[config.mk]
export PLATFORM = sky130hd
export DESIGN_NAME = psrx_channel
export DESIGN_NICKNAME = d
export VERILOG_FILES = /design/src/psrx_channel.v
export VERILOG_INCLUDE_DIRS = /design/src
export SDC_FILE = /design/constraint.sdc
export NUM_CORES = 1
export LEC_CHECK = 0
export BUFFER_PORTS_ARGS = -buffer_cell sky130_fd_sc_hd__buf_2
export CAP_MARGIN = 20
export CORE_AREA = 2 2 170 172
export DETAILED_ROUTE_END_ITERATION = 8
export DIE_AREA = 0 0 172 174
export PLACE_DENSITY = 0.55
export SYNTH_ARGS = -nofsm -noshare
export SYNTH_HDL_FRONTEND = slang
export SYNTH_SLANG_ARGS = --single-unit
[constraint.sdc]
create_clock -name clock -period 3.9 [get_ports clock]
set_clock_uncertainty 0.1 [all_clocks]
set_input_delay 0.39 -clock clock [delete_from_list [all_inputs] [get_ports clock]]
set_output_delay 0.39 -clock clock [all_outputs]
set_load 0.01 [all_outputs]
[src/psrx_defines.vh]
`ifndef PSRX_DEFINES_VH
`define PSRX_DEFINES_VH

// Register offsets in special function register space
`define PSRX_ADDR_CHANNEL_MODE 8'h84
`define PSRX_ADDR_BIT_RATE_DIVIDER 8'h94
`define PSRX_ADDR_ADDRESS_MATCH_0 8'h95
`define PSRX_ADDR_ADDRESS_MATCH_1 8'hA5
`define PSRX_ADDR_ADDRESS_MATCH_2 8'hB5
`define PSRX_ADDR_BACKOFF_COUNTDOWN 8'hC4
`define PSRX_ADDR_ADDRESS_MATCH_3 8'hC5
`define PSRX_ADDR_ADDRESS_MASK_0 8'hD5
`define PSRX_ADDR_ADDRESS_MASK_1 8'hE5
`define PSRX_ADDR_RX_STATUS 8'hE8

// Reset values
`define PSRX_RST_BYTE 8'h00

// channel_mode fields
`define PSRX_MODE_PROTOCOL 0
`define PSRX_MODE_PRE_LO 1
`define PSRX_MODE_PRE_HI 2
`define PSRX_MODE_CRC_KIND 3
`define PSRX_MODE_ADDR_WIDTH 4
`define PSRX_MODE_TEST_LO 5
`define PSRX_MODE_TEST_HI 6
`define PSRX_MODE_EXT_TX_CLK 7

// rx_status_reg fields
`define PSRX_STAT_RX_ENABLE 0
`define PSRX_STAT_RX_DONE 1
`define PSRX_STAT_CRC_FAIL 4
`define PSRX_STAT_MISALIGN 5
`define PSRX_STAT_ABORT 6
`define PSRX_STAT_OVERFLOW 7

// Preamble lengths in bits
`define PSRX_PREAMBLE_00 7'h00
`define PSRX_PREAMBLE_01 7'h08
`define PSRX_PREAMBLE_10 7'h20
`define PSRX_PREAMBLE_11 7'h40

// Check field polynomials, seed and good residues
`define PSRX_POLY16 16'h1021
`define PSRX_POLY32 32'h04C11DB7
`define PSRX_CRC_SEED 32'hFFFFFFFF
`define PSRX_RESIDUE16 16'h1D0F
`define PSRX_RESIDUE32 32'hC704DD7B

// Bit clock prescale per divider step
`define PSRX_BAUD_PRESCALE 11'h008

`endif

[src/psrx_channel.v]
// Functional notes
// Four receive error flags live in rx_status_reg, hardware set, software read only.
// Setting rx_enable_bit clears all four flags; nothing else clears them.
// Any error flag raises rx_error_irq and clears rx_enable_bit.
// Any error flag set blocks rx_done_flag for that frame.
// CRC failure when checker does not end at the expected residue.
// Alignment failure when frame bit count is not a multiple of 8.
// SDLC: crc_fail_flag and misalign_flag set independently at frame end.
// CSMA/CD: CRC only sets crc flag; CRC plus alignment sets only misalign.
// Abort flag when frame cut off after data entered FIFO.
// Overflow flag when an assembled byte meets a full FIFO.
// Up to 7 bits after end flag raise no error.
// Accept frame on address match; 8-bit any register, 16-bit pairs.
// Mask bits of 1 exclude address bits from matches 0 and 1.
// Bit rate is oscillator divided by (divider plus one) times 8.
// Eight-bit backoff countdown decrements once per slot time.
// Line driver enable active low while transmitting, gated by port latch.
// protocol_select 1 means SDLC/NRZI, 0 means CSMA/CD/Manchester.
// Mode bits: ext clock 7, test 6:5, width 4, crc 3, preamble 2:1, protocol 0.
// Preamble 0/8/32/64 bits; zero length invalid in CSMA/CD.
// crc_kind 1 selects 32-bit check, 0 the 16-bit CCITT check.
// Test modes: normal, raw transmit, raw receive, alternate backoff.
// ext_tx_clock_sel picks external one-times clock, else baud generator.
// rx_done_flag only at end of accepted frame with no error flags.
`timescale 1ns/100ps
`default_nettype none
`include "psrx_defines.vh"

module psrx_channel
#(
	parameter DATA_W = 8,
	parameter BUF_DEPTH = 2
)
(
	// Clock and reset
	input wire clock,
	input wire reset_n,
	// Special function register port
	input wire [7:0] sfrAddr,
	input wire sfrWrite,
	input wire sfrRead,
	input wire [7:0] sfrWrData,
	output reg [7:0] sfrRdData_ff,
	// Decoded receive line events
	input wire rxBitValid,
	input wire rxBitValue,
	input wire rxFrameStart,
	input wire rxFrameEnd,
	input wire rxLineIdle,
	input wire rxCollision,
	// Receive byte stream
	output reg [DATA_W-1:0] rxData_ff,
	output reg rxDataValid_ff,
	input wire rxDataReady,
	// Transmit side support
	input wire txActive,
	input wire txClkExtIn,
	input wire portLatchBit,
	input wire slotTick,
	output reg txBitTick_ff,
	output reg lineDriverEnable_n_ff,
	// Status and mode outputs
	output reg rxErrorIrq_ff,
	output reg [6:0] preambleBits_ff,
	output reg preambleInvalid_ff,
	output reg [7:0] channelMode_ff
);

	function [31:0] crcStep;
		input [31:0] crc;
		input bitIn;
		input wide;
		reg fb;
		begin
			if (wide)
			begin
				fb = crc[31] ^ bitIn;
				crcStep = {crc[30:0], 1'b0} ^ (fb ? `PSRX_POLY32 : 32'h00000000);
			end
			else
			begin
				fb = crc[15] ^ bitIn;
				crcStep = {16'h0000, crc[14:0], 1'b0} ^ {16'h0000, (fb ? `PSRX_POLY16 : 16'h0000)};
			end
		end
	endfunction

	function maskedMatch;
		input [15:0] rcv;
		input [15:0] refVal;
		input [15:0] msk;
		begin
			maskedMatch = (((rcv ^ refVal) & ~msk) == 16'h0000);
		end
	endfunction

	reg [7:0] bitRateDiv_ff;
	reg [7:0] addrMatch0_ff;
	reg [7:0] addrMatch1_ff;
	reg [7:0] addrMatch2_ff;
	reg [7:0] addrMatch3_ff;
	reg [7:0] addrMask0_ff;
	reg [7:0] addrMask1_ff;
	reg [7:0] backoff_ff;
	reg rxEnable_ff;
	reg rxDone_ff;
	reg [3:0] rxFlags_ff;
	reg inFrame_ff;
	reg accepted_ff;
	reg dataPushed_ff;
	reg [15:0] bitCnt_ff;
	reg [7:0] shift_ff;
	reg [7:0] addrLow_ff;
	reg byteIdx_ff;
	reg [31:0] crc_ff;
	reg [DATA_W-1:0] bufSecond_ff;
	reg [1:0] bufCnt_ff;
	reg [10:0] baudCnt_ff;
	reg txClkPrev_ff;

	wire modeSdlc = channelMode_ff[`PSRX_MODE_PROTOCOL];
	wire modeCrc32 = channelMode_ff[`PSRX_MODE_CRC_KIND];
	wire modeAddr16 = channelMode_ff[`PSRX_MODE_ADDR_WIDTH];
	wire modeExtClk = channelMode_ff[`PSRX_MODE_EXT_TX_CLK];

	// Software register writes
	wire wrMode = sfrWrite && (sfrAddr == `PSRX_ADDR_CHANNEL_MODE);
	wire wrStatus = sfrWrite && (sfrAddr == `PSRX_ADDR_RX_STATUS);
	wire wrBackoff = sfrWrite && (sfrAddr == `PSRX_ADDR_BACKOFF_COUNTDOWN);
	wire swEnable = wrStatus && sfrWrData[`PSRX_STAT_RX_ENABLE];

	// Bit assembly: first bit on the line lands in bit 0
	wire [7:0] nextByte = {rxBitValue, shift_ff[7:1]};
	wire frameBit = inFrame_ff && rxBitValid && !rxFrameEnd;
	wire byteDone = frameBit && (bitCnt_ff[2:0] == 3'h7);

	// Address recognition; all-ones address is always taken
	wire match8 = (nextByte == 8'hFF)
		|| maskedMatch({8'h00, nextByte}, {8'h00, addrMatch0_ff}, {8'h00, addrMask0_ff})
		|| maskedMatch({8'h00, nextByte}, {8'h00, addrMatch1_ff}, {8'h00, addrMask1_ff})
		|| (nextByte == addrMatch2_ff)
		|| (nextByte == addrMatch3_ff);
	wire match16 = ({nextByte, addrLow_ff} == 16'hFFFF)
		|| maskedMatch({nextByte, addrLow_ff}, {addrMatch1_ff, addrMatch0_ff}, {addrMask1_ff, addrMask0_ff})
		|| ({nextByte, addrLow_ff} == {addrMatch3_ff, addrMatch2_ff});

	// Buffer handshake
	wire popBuf = rxDataValid_ff && rxDataReady;
	wire bufFull = (bufCnt_ff == 2'd2);
	wire addrByte = byteDone && !accepted_ff;
	wire pushOne = byteDone && (accepted_ff || (!modeAddr16 && match8)) && !bufFull;
	wire pushTwo = addrByte && modeAddr16 && byteIdx_ff && match16 && (bufCnt_ff == 2'd0);
	wire overflowEv = byteDone && (accepted_ff ? bufFull
		: (modeAddr16 ? (byteIdx_ff && match16 && (bufCnt_ff != 2'd0)) : (match8 && bufFull)));

	// Frame end checks
	wire endAccepted = inFrame_ff && rxFrameEnd && accepted_ff;
	wire crcBad = modeCrc32 ? (crc_ff != `PSRX_RESIDUE32)
		: (crc_ff[15:0] != `PSRX_RESIDUE16);
	wire alignBad = (bitCnt_ff[2:0] != 3'h0);
	wire setCrc = endAccepted && crcBad && (modeSdlc || !alignBad);
	wire setAlign = endAccepted && alignBad && (modeSdlc || crcBad);
	wire cutOff = modeSdlc ? rxLineIdle : rxCollision;
	wire setAbort = inFrame_ff && !rxFrameEnd && cutOff && dataPushed_ff;

	reg [3:0] nxt_rxFlags;
	reg nxt_rxEnable;
	reg nxt_rxDone;

	// Flags: the hardware set wins over the enable clear
	always @*
	begin
		nxt_rxFlags = swEnable ? 4'h0 : rxFlags_ff;
		nxt_rxFlags = nxt_rxFlags | {overflowEv, setAbort, setAlign, setCrc};
		nxt_rxEnable = swEnable ? 1'b1 : ((|rxFlags_ff) ? 1'b0 : rxEnable_ff);
		nxt_rxDone = swEnable ? 1'b0 : rxDone_ff;
		if (endAccepted && !setCrc && !setAlign && (nxt_rxFlags == 4'h0))
		begin
			nxt_rxDone = 1'b1;
		end
	end

	always @(posedge clock or negedge reset_n)
	begin
		if (!reset_n)
		begin
			rxFlags_ff <= 4'h0;
			rxEnable_ff <= 1'b0;
			rxDone_ff <= 1'b0;
			rxErrorIrq_ff <= 1'b0;
		end
		else
		begin
			rxFlags_ff <= nxt_rxFlags;
			rxEnable_ff <= nxt_rxEnable;
			rxDone_ff <= nxt_rxDone;
			rxErrorIrq_ff <= |nxt_rxFlags;
		end
	end

	// Frame tracker; bits after the end flag find inFrame low and are dropped
	always @(posedge clock or negedge reset_n)
	begin
		if (!reset_n)
		begin
			inFrame_ff <= 1'b0;
			accepted_ff <= 1'b0;
			dataPushed_ff <= 1'b0;
			bitCnt_ff <= 16'h0000;
			shift_ff <= 8'h00;
			addrLow_ff <= 8'h00;
			byteIdx_ff <= 1'b0;
			crc_ff <= `PSRX_CRC_SEED;
		end
		else if (rxFrameStart && rxEnable_ff && !(|nxt_rxFlags))
		begin
			inFrame_ff <= 1'b1;
			accepted_ff <= 1'b0;
			dataPushed_ff <= 1'b0;
			bitCnt_ff <= 16'h0000;
			shift_ff <= 8'h00;
			byteIdx_ff <= 1'b0;
			crc_ff <= `PSRX_CRC_SEED;
		end
		else if (inFrame_ff && (rxFrameEnd || setAbort || (|nxt_rxFlags) || !rxEnable_ff))
		begin
			inFrame_ff <= 1'b0;
		end
		else if (frameBit)
		begin
			bitCnt_ff <= bitCnt_ff + 16'h0001;
			shift_ff <= nextByte;
			crc_ff <= crcStep(crc_ff, rxBitValue, modeCrc32);
			if (byteDone)
			begin
				byteIdx_ff <= 1'b1;
				if (pushOne || pushTwo)
				begin
					dataPushed_ff <= 1'b1;
				end
				if (!accepted_ff)
				begin
					if (!modeAddr16)
					begin
						accepted_ff <= match8;
						inFrame_ff <= match8;
					end
					else if (!byteIdx_ff)
					begin
						addrLow_ff <= nextByte;
					end
					else
					begin
						accepted_ff <= match16;
						inFrame_ff <= match16;
					end
				end
			end
		end
	end

	// Two-entry buffer; the head entry drives the stream output directly
	always @(posedge clock or negedge reset_n)
	begin
		if (!reset_n)
		begin
			rxData_ff <= {DATA_W{1'b0}};
			bufSecond_ff <= {DATA_W{1'b0}};
			bufCnt_ff <= 2'd0;
			rxDataValid_ff <= 1'b0;
		end
		else if (pushTwo)
		begin
			rxData_ff <= addrLow_ff[DATA_W-1:0];
			bufSecond_ff <= nextByte[DATA_W-1:0];
			bufCnt_ff <= 2'd2;
			rxDataValid_ff <= 1'b1;
		end
		else if (pushOne && popBuf)
		begin
			if (bufCnt_ff == 2'd2)
			begin
				rxData_ff <= bufSecond_ff;
				bufSecond_ff <= nextByte[DATA_W-1:0];
			end
			else
			begin
				rxData_ff <= nextByte[DATA_W-1:0];
			end
		end
		else if (pushOne)
		begin
			if (bufCnt_ff == 2'd0)
			begin
				rxData_ff <= nextByte[DATA_W-1:0];
			end
			else
			begin
				bufSecond_ff <= nextByte[DATA_W-1:0];
			end
			bufCnt_ff <= bufCnt_ff + 2'd1;
			rxDataValid_ff <= 1'b1;
		end
		else if (popBuf)
		begin
			rxData_ff <= bufSecond_ff;
			bufCnt_ff <= bufCnt_ff - 2'd1;
			rxDataValid_ff <= (bufCnt_ff == 2'd2);
		end
	end

	// Configuration registers
	always @(posedge clock or negedge reset_n)
	begin
		if (!reset_n)
		begin
			channelMode_ff <= `PSRX_RST_BYTE;
			bitRateDiv_ff <= `PSRX_RST_BYTE;
			addrMatch0_ff <= `PSRX_RST_BYTE;
			addrMatch1_ff <= `PSRX_RST_BYTE;
			addrMatch2_ff <= `PSRX_RST_BYTE;
			addrMatch3_ff <= `PSRX_RST_BYTE;
			addrMask0_ff <= `PSRX_RST_BYTE;
			addrMask1_ff <= `PSRX_RST_BYTE;
		end
		else if (sfrWrite)
		begin
			if (wrMode)
			begin
				channelMode_ff <= sfrWrData;
			end
			else if (sfrAddr == `PSRX_ADDR_BIT_RATE_DIVIDER)
			begin
				bitRateDiv_ff <= sfrWrData;
			end
			else if (sfrAddr == `PSRX_ADDR_ADDRESS_MATCH_0)
			begin
				addrMatch0_ff <= sfrWrData;
			end
			else if (sfrAddr == `PSRX_ADDR_ADDRESS_MATCH_1)
			begin
				addrMatch1_ff <= sfrWrData;
			end
			else if (sfrAddr == `PSRX_ADDR_ADDRESS_MATCH_2)
			begin
				addrMatch2_ff <= sfrWrData;
			end
			else if (sfrAddr == `PSRX_ADDR_ADDRESS_MATCH_3)
			begin
				addrMatch3_ff <= sfrWrData;
			end
			else if (sfrAddr == `PSRX_ADDR_ADDRESS_MASK_0)
			begin
				addrMask0_ff <= sfrWrData;
			end
			else if (sfrAddr == `PSRX_ADDR_ADDRESS_MASK_1)
			begin
				addrMask1_ff <= sfrWrData;
			end
		end
	end

	// Read mux, registered so the output comes from a flop
	reg [7:0] nxt_rdData;
	always @*
	begin
		nxt_rdData = 8'h00;
		if (sfrAddr == `PSRX_ADDR_CHANNEL_MODE)
			nxt_rdData = channelMode_ff;
		else if (sfrAddr == `PSRX_ADDR_BIT_RATE_DIVIDER)
			nxt_rdData = bitRateDiv_ff;
		else if (sfrAddr == `PSRX_ADDR_ADDRESS_MATCH_0)
			nxt_rdData = addrMatch0_ff;
		else if (sfrAddr == `PSRX_ADDR_ADDRESS_MATCH_1)
			nxt_rdData = addrMatch1_ff;
		else if (sfrAddr == `PSRX_ADDR_ADDRESS_MATCH_2)
			nxt_rdData = addrMatch2_ff;
		else if (sfrAddr == `PSRX_ADDR_BACKOFF_COUNTDOWN)
			nxt_rdData = backoff_ff;
		else if (sfrAddr == `PSRX_ADDR_ADDRESS_MATCH_3)
			nxt_rdData = addrMatch3_ff;
		else if (sfrAddr == `PSRX_ADDR_ADDRESS_MASK_0)
			nxt_rdData = addrMask0_ff;
		else if (sfrAddr == `PSRX_ADDR_ADDRESS_MASK_1)
			nxt_rdData = addrMask1_ff;
		else if (sfrAddr == `PSRX_ADDR_RX_STATUS)
			nxt_rdData = {rxFlags_ff, 2'b00, rxDone_ff, rxEnable_ff};
	end

	always @(posedge clock or negedge reset_n)
	begin
		if (!reset_n)
			sfrRdData_ff <= 8'h00;
		else if (sfrRead)
			sfrRdData_ff <= nxt_rdData;
	end

	// Backoff countdown; a software write wins over the slot decrement
	always @(posedge clock or negedge reset_n)
	begin
		if (!reset_n)
			backoff_ff <= `PSRX_RST_BYTE;
		else if (wrBackoff)
			backoff_ff <= sfrWrData;
		else if (slotTick && (backoff_ff != 8'h00))
			backoff_ff <= backoff_ff - 8'h01;
	end

	// Bit clock: (divider + 1) * 8 oscillator cycles per bit
	wire [10:0] baudTerminal = ({3'b000, bitRateDiv_ff} + 11'h001) * `PSRX_BAUD_PRESCALE - 11'h001;
	wire baudTick = (baudCnt_ff >= baudTerminal);
	wire extEdge = txClkExtIn && !txClkPrev_ff;

	always @(posedge clock or negedge reset_n)
	begin
		if (!reset_n)
		begin
			baudCnt_ff <= 11'h000;
			txClkPrev_ff <= 1'b0;
			txBitTick_ff <= 1'b0;
			lineDriverEnable_n_ff <= 1'b1;
			preambleBits_ff <= `PSRX_PREAMBLE_00;
			preambleInvalid_ff <= 1'b0;
		end
		else
		begin
			baudCnt_ff <= baudTick ? 11'h000 : baudCnt_ff + 11'h001;
			txClkPrev_ff <= txClkExtIn;
			txBitTick_ff <= modeExtClk ? extEdge : baudTick;
			lineDriverEnable_n_ff <= !(txActive && portLatchBit);
			case (channelMode_ff[`PSRX_MODE_PRE_HI:`PSRX_MODE_PRE_LO])
				2'b00: preambleBits_ff <= `PSRX_PREAMBLE_00;
				2'b01: preambleBits_ff <= `PSRX_PREAMBLE_01;
				2'b10: preambleBits_ff <= `PSRX_PREAMBLE_10;
				default: preambleBits_ff <= `PSRX_PREAMBLE_11;
			endcase
			preambleInvalid_ff <= !modeSdlc && (channelMode_ff[`PSRX_MODE_PRE_HI:`PSRX_MODE_PRE_LO] == 2'b00);
		end
	end

	// Test mode bits 6:5 are carried out on channelMode_ff for the transmitter

endmodule // psrx_channel
`default_nettype wire

* Word level (Yosys, flattened, before mapping)
Index checks and enable logic that the tools add are counted.
Word-level totals: register bits after elaboration 196, word-level logic and storage cells 274, bits of input ports 31, output and inout bits 36
Cells by class: reductions and logical operators 103, mux-type cells 78, add/sub/neg operators 7, bitwise operators 25, equality and inequality tests 28, $lt $le $gt $ge 1
Operators with widths (count):
- two-way mux 8 bit | 26
- two-way mux 32 bit | 4
- == test 8 bit, second input constant | 11
- logical NOT 16 bit | 3
- two-way mux 16 bit | 3
- logical AND 1 bit | 40
- two-way mux 1 bit | 36
- AND 8 x 16 -> 16 bit | 2
- inequality test 32 bit, second input constant | 1
- inverter 8 -> 16 bit | 2
- bitwise XOR 32 x 27 -> 32 bit | 1
- two-way mux 27 bit | 1
- one-hot mux 7 bit (3 select lines) | 1
- adder 16 x 1 -> 16 bit, second input constant | 1
- AND 16 bit | 1
- == test 16 bit | 1
- == test 16 bit, second input constant | 1
- == test 8 bit | 2
- inequality test 16 x 13 -> 1 bit, second input constant | 1
- inverter 16 bit | 1
- bitwise XOR 16 x 13 -> 16 bit | 1
- bitwise XOR 16 bit | 1
- bitwise XOR 8 bit | 2
- nonzero test 3 bit | 5
- 37 further kinds | 94

* Longest topological paths before layout
depth after elaboration 18, depth in mapped cells 14, mapped depth without buffers 13

* Worst setup path before layout
No wires, ideal clock.
path kind input-to-reg, start point input port sfrAddr[1], end point register crc_ff[24], required time 3.698 ns, stages 11, setup time 0.102 ns, path buffers 2, arrival 3.155 ns, slack 0.544 ns, cells stage by stage or4b_4 -> nor3_4 -> nand3_2 -> a22o_1 -> or4_4 -> a2111oi_4 -> buf_6 -> inv_4 -> buf_2 -> o31ai_1 -> o311ai_1
Between the ends: cells in the longest elaborated chain, start to end 11, elaborated cells on any way between the ends 15, classes of those cells eq/ne (2); mux (2); bitwise (1); reduce/logical (10)
Ends and longest elaborated chain:
- start, declared | RTL line psrx_channel.v:39 | input wire [7:0] sfrAddr,
- == test 8 bit (no line) (*)
- logical AND 1 bit (*) | RTL line psrx_channel.v:128 | wire wrStatus = sfrWrite && (sfrAddr == `PSRX_ADDR_RX_STATUS);
- logical AND 1 bit (*) | RTL line psrx_channel.v:130 | wire swEnable = wrStatus && sfrWrData[`PSRX_STAT_RX_ENABLE];
- two-way mux 4 bit (*) | RTL line psrx_channel.v:173 | nxt_rxFlags = swEnable ? 4'h0 : rxFlags_ff;
- OR 4 bit (*) | RTL line psrx_channel.v:174 | nxt_rxFlags = nxt_rxFlags | {overflowEv, setAbort, setAlign, setCrc};
- OR reduction 4 bit (*) | RTL line psrx_channel.v:215, psrx_channel.v:225
- logical OR 1 bit (2 in series) | RTL line psrx_channel.v:225 | else if (inFrame_ff && (rxFrameEnd || setAbort || (|nxt_rxFlags) || !rxEnable_ff))
- logical AND 1 bit | RTL line psrx_channel.v:225
- inequality test 2 bit (no line)
- AND reduction 2 bit (no line)
- end signal, assigned | RTL line psrx_channel.v:213 | crc_ff <= `PSRX_CRC_SEED;
- end signal, assigned | RTL line psrx_channel.v:223 | crc_ff <= `PSRX_CRC_SEED;
- end signal, assigned | RTL line psrx_channel.v:233 | crc_ff <= crcStep(crc_ff, rxBitValue, modeCrc32);
- end, declared | RTL line psrx_channel.v:115 | reg [31:0] crc_ff;
Mark *: on every way between the ends. The rest lies on a longest branch, timed or not. A chain may end at the register's enable or synchronous reset.

* Worst setup path after layout
start point register crc_ff[15], end point register shift_ff[4]
Between the ends: cells in the longest elaborated chain, start to end 11, elaborated cells on any way between the ends 18, classes of those cells eq/ne (3); mux (2); bitwise (1); reduce/logical (12)
Ends and longest elaborated chain:
- inequality test 32 bit (no line) or inequality test 16 x 13 -> 1 bit (tied branches)
- two-way mux 1 bit (*) | RTL line psrx_channel.v:158 | wire crcBad = modeCrc32 ? (crc_ff != `PSRX_RESIDUE32)
- logical AND 1 bit or logical OR 1 bit (tied branches) | RTL line psrx_channel.v:161, psrx_channel.v:162
- logical AND 1 bit (on tied branches) | RTL line psrx_channel.v:161, psrx_channel.v:162
- OR 4 bit (*) | RTL line psrx_channel.v:174
- OR reduction 4 bit (*) | RTL line psrx_channel.v:215, psrx_channel.v:225
- logical OR 1 bit (2 in series) | RTL line psrx_channel.v:225
- logical AND 1 bit | RTL line psrx_channel.v:225
- inequality test 2 bit (no line)
- AND reduction 2 bit (no line)
- end signal, assigned | RTL line psrx_channel.v:232 | shift_ff <= nextByte;
- end, declared | RTL line psrx_channel.v:112 | reg [7:0] shift_ff;
Marks and branches as above.

==> impl_metrics.env <==
export IMPL_die_w_um=172
export IMPL_wl_per_cell_um=19.9
export IMPL_rsz0062_at_grt="false"
export IMPL_nFillCells=2826
export IMPL_fin_ws_ps=245
export IMPL_layout_common_cells="dfrtp_1, mux2_2, xnor2_1, nand2_1, buf_2"
export IMPL_synthArstFlopShare_pct=100
export IMPL_p_leak_nw=4.75
export IMPL_peakVddDrop_v=0.000225
export IMPL_power_switching_mw=1.35
export IMPL_insertion_delay_ps=440
export IMPL_fp_dieH_um=174
export IMPL_tns_ps=0
export IMPL_syn_to_final_growth_pct=14.8
export IMPL_drt_first_iter_violations=693
export IMPL_yosys_area_top_type_share_pct=37.6
export IMPL_pre_cts_slack_ps=207
export IMPL_gp_congestion=0.893
export IMPL_maxSlewHeadroom_pct=39.0
export IMPL_syn_cell_area_um2=9660
export IMPL_fin_total_pwr_mw=4.66
export IMPL_grt_max_degree=87
export IMPL_path_max_fanout=46
export IMPL_cts_buffer_depth=2
export IMPL_htreeDepth=4
export IMPL_power_density_nw_per_um2=420
export IMPL_hold_depth=4
export IMPL_slew_viol_final=0
export IMPL_dp_cells=1349
export IMPL_yosysTopAreaCell="dfrtp_1"
export IMPL_synth_area_top_cells="dfrtp_1, dfstp_2, mux2_2, xnor2_1, nand2_1"
export IMPL_start_kind="flop"
export IMPL_worst_pin_slew_ps=915
export IMPL_synth_edf_count=0
export IMPL_antenna_left=0
export IMPL_wl_mm=27.5
export IMPL_cp_cell_sequence="nand4_1 -> or4b_1 -> o21ai_0 -> a21oi_1 -> or4_4 -> a2111oi_4 -> buf_12 -> inv_4 -> nor2_1 -> buf_4 -> a21oi_1"
export IMPL_io_buffers=62
export IMPL_numCtsBuffers=17
export IMPL_internal_power_mw=3.31
export IMPL_timing_fmax_mhz=274
export IMPL_cts_tree="built"
export IMPL_ys_seq_elements=178
export IMPL_p_comb_share_pct=14.3
export IMPL_critical_path_class="flop to flop"
export IMPL_yosysWarnings=0
export IMPL_drc=0
export IMPL_endpoint_kind="flop"
export IMPL_antenna_found_initial=0
export IMPL_path_common_cell="a21oi_1"
export IMPL_ys_types=66
export IMPL_synth_area_per_cell_um2=10.4
export IMPL_drive_above_1_share_pct=24.6
export IMPL_cts_setup_buffers=0
export IMPL_die_area_um2=29900
export IMPL_status="finished clean"
export IMPL_post_dp_hpwl_mm=19.0
export IMPL_synth_top_flop_cell="dfrtp_1"
export IMPL_boundaryPins=67
export IMPL_clk_pin_slew_ps=70
export IMPL_grtUsageTotal_pct=18.8
export IMPL_viasPerCell=5.52
export IMPL_layout_nets=1034
export IMPL_hold_violations=0
export IMPL_setup_viol=0
export IMPL_grt_pass1_vias=7317
export IMPL_final_common_cell="dfrtp_1"
export IMPL_fin_crit_ps=3660
export IMPL_path_buf_inv=3
export IMPL_slowest_delay_ps=590
export IMPL_fin_crit_sh_pct=93.7
export IMPL_netlist_instances=931
export IMPL_num_vias=7645
export IMPL_yosysSeqAreaShare_pct=46.5
export IMPL_cpMaxStageDelayCell="dfstp_2"
export IMPL_start_util_pct=34.2
export IMPL_worstPathArrival_ps=3860
export IMPL_core_rowCount=62
export IMPL_globalRouteOverflowTotal=0
export IMPL_root_buffer="clkbuf_16"
export IMPL_core_um2=28200
export IMPL_clkPwrFrac_pct=37.3
export IMPL_worstHoldPathType="input pin to flop"
export IMPL_fin_cells=1384
export IMPL_worstPathRequired_ps=4100
export IMPL_sequentialPowerShare_pct=48.5
export IMPL_first_pass_iters=5
export IMPL_cap_violations=0
export IMPL_switching_share_pct=28.9
export IMPL_r2r_cells=11
export IMPL_antenna_cells=0
export IMPL_crit_cells=11
export IMPL_fin_hold_ws_ps=134
export IMPL_clock_sinks=178
export IMPL_crit_family="simple AND/OR/NAND/NOR gates"
export IMPL_grt_pass1_wl_mm=43.5
==> power groups by stage <==
stage	Combinational, mW	Sequential, mW	Clock [mW]
2_1_floorplan	0.475	2.22	0
3_3_place_gp	0.648	2.29	0
3_5_place_dp	0.664	2.29	0
4_1_cts	0.670	2.26	1.77
5_1_grt	0.751	2.28	1.84
6_report	0.666	2.26	1.74
==> cell families (layout without fill, tap and decap cells) <==
group / after synthesis / in the layout / synth area share (%)
adder cells (fa/ha/maj): 15 / 15 / 1.94
buffers and inverters: 78 / 144 / 3.50
multiplexers: 94 / 94 / 10.8
XOR/XNOR: 88 / 88 / 7.98
AND/OR/NAND/NOR: 269 / 269 / 14.3
other: 1 / 4 / 0.0388
flip-flops: 178 / 178 / 46.5
AO/OA/AOI/OAI: 208 / 208 / 14.9
==> layout make-up <==
type,instances,area (µm²),area share (%)
clock inverters,13,153,1.38
clock buffers,18,429,3.87
well taps,384,480,4.33
flip-flops and latches,178,4500,40.6
repair buffers,97,614,5.54
multi-input cells,678,4850,43.8
inverters,16,62.6,0.564
==> worst register-to-register path, stage by stage, from the launching register on <==
cell and delay (ps):
dfstp_2 590, nand4_1 110, or4b_1 500, o21ai_0 330, a21oi_1 150, or4_4 560, a2111oi_4 330, buf_12 200
inv_4 200, nor2_1 210, buf_4 200, a21oi_1 70
==> state kept, by name (all words and copies together), names as in the netlist, 2 cells and up <==
name             flops
rxData_ff            8
addrMatch0_ff        8
preambleBits_ff      3
crc_ff              32
backoff_ff           8
addrMatch1_ff        8
addrMask1_ff         8
bufCnt_ff            2
addrMatch2_ff        8
addrLow_ff           8
shift_ff             7
sfrRdData_ff         8
baudCnt_ff          11
addrMask0_ff         8
bitCnt_ff            3
bitRateDiv_ff        8
rxFlags_ff           4
bufSecond_ff         8
channelMode_ff       8
addrMatch3_ff        8
==> final timing paths <==
path / startpoint / end / slack [ps]
setup reg to reg: crc_ff[15] / shift_ff[4] / 240
max in group asynchronous: reset_n / addrMatch2_ff[0] / 2290
hold / removal: rxDataReady / rxDataValid_ff / 130
hold reg to reg: baudCnt_ff[0] / baudCnt_ff[0] / 390
min in group asynchronous: reset_n / bufSecond_ff[1] / 510
setup / recovery: crc_ff[15] / shift_ff[4] / 240
==> cells in the mapped netlist (all sizes together) (19+ instances only) <==
library cell    n
o21ai          37
a21oi          39
nor4           27
nand3          26
buf            19
nor2           55
nand2          69
dfrtp         145
mux2           84
dfstp          33
clkbuf         43
o31ai          27
xnor2          73
nand4          25
==> layer usage <==
| layer | routed length (µm) | share of wire [%] | GRT usage [%] | vias up |
|---|---|---|---|---|
| li1 | - | - | - | 3552 |
| met1 | 13300 | 48 | 28.2 | 3856 |
| met2 | 12400 | 45 | 28.2 | 217 |
| met3 | 1470 | 5.4 | 3.19 | 20 |
| met4 | 326 | 1.2 | 4.20 | 0 |
| met5 | 0 | 0 | 0 | - |
==> timing repair <==
action	in CTS	in global routing
endpoints found under the setup margin	0	3
gates resized for setup	0	1
endpoints found under the hold margin	80	0
hold buffers	4	0
==> through the flow <==
| stage | area [µm²] | utilization, % |
|---|---|---|
| 4_1_cts | 11100 | 39.2 |
| 6_report | 11100 | 39.3 |
| 3_3_place_gp | 10500 | 37.0 |
| 5_1_grt | 11100 | 39.3 |
| 3_5_place_dp | 10500 | 37.0 |
| 2_1_floorplan | 9670 | - |
Power figures use the tool's default switching activity.
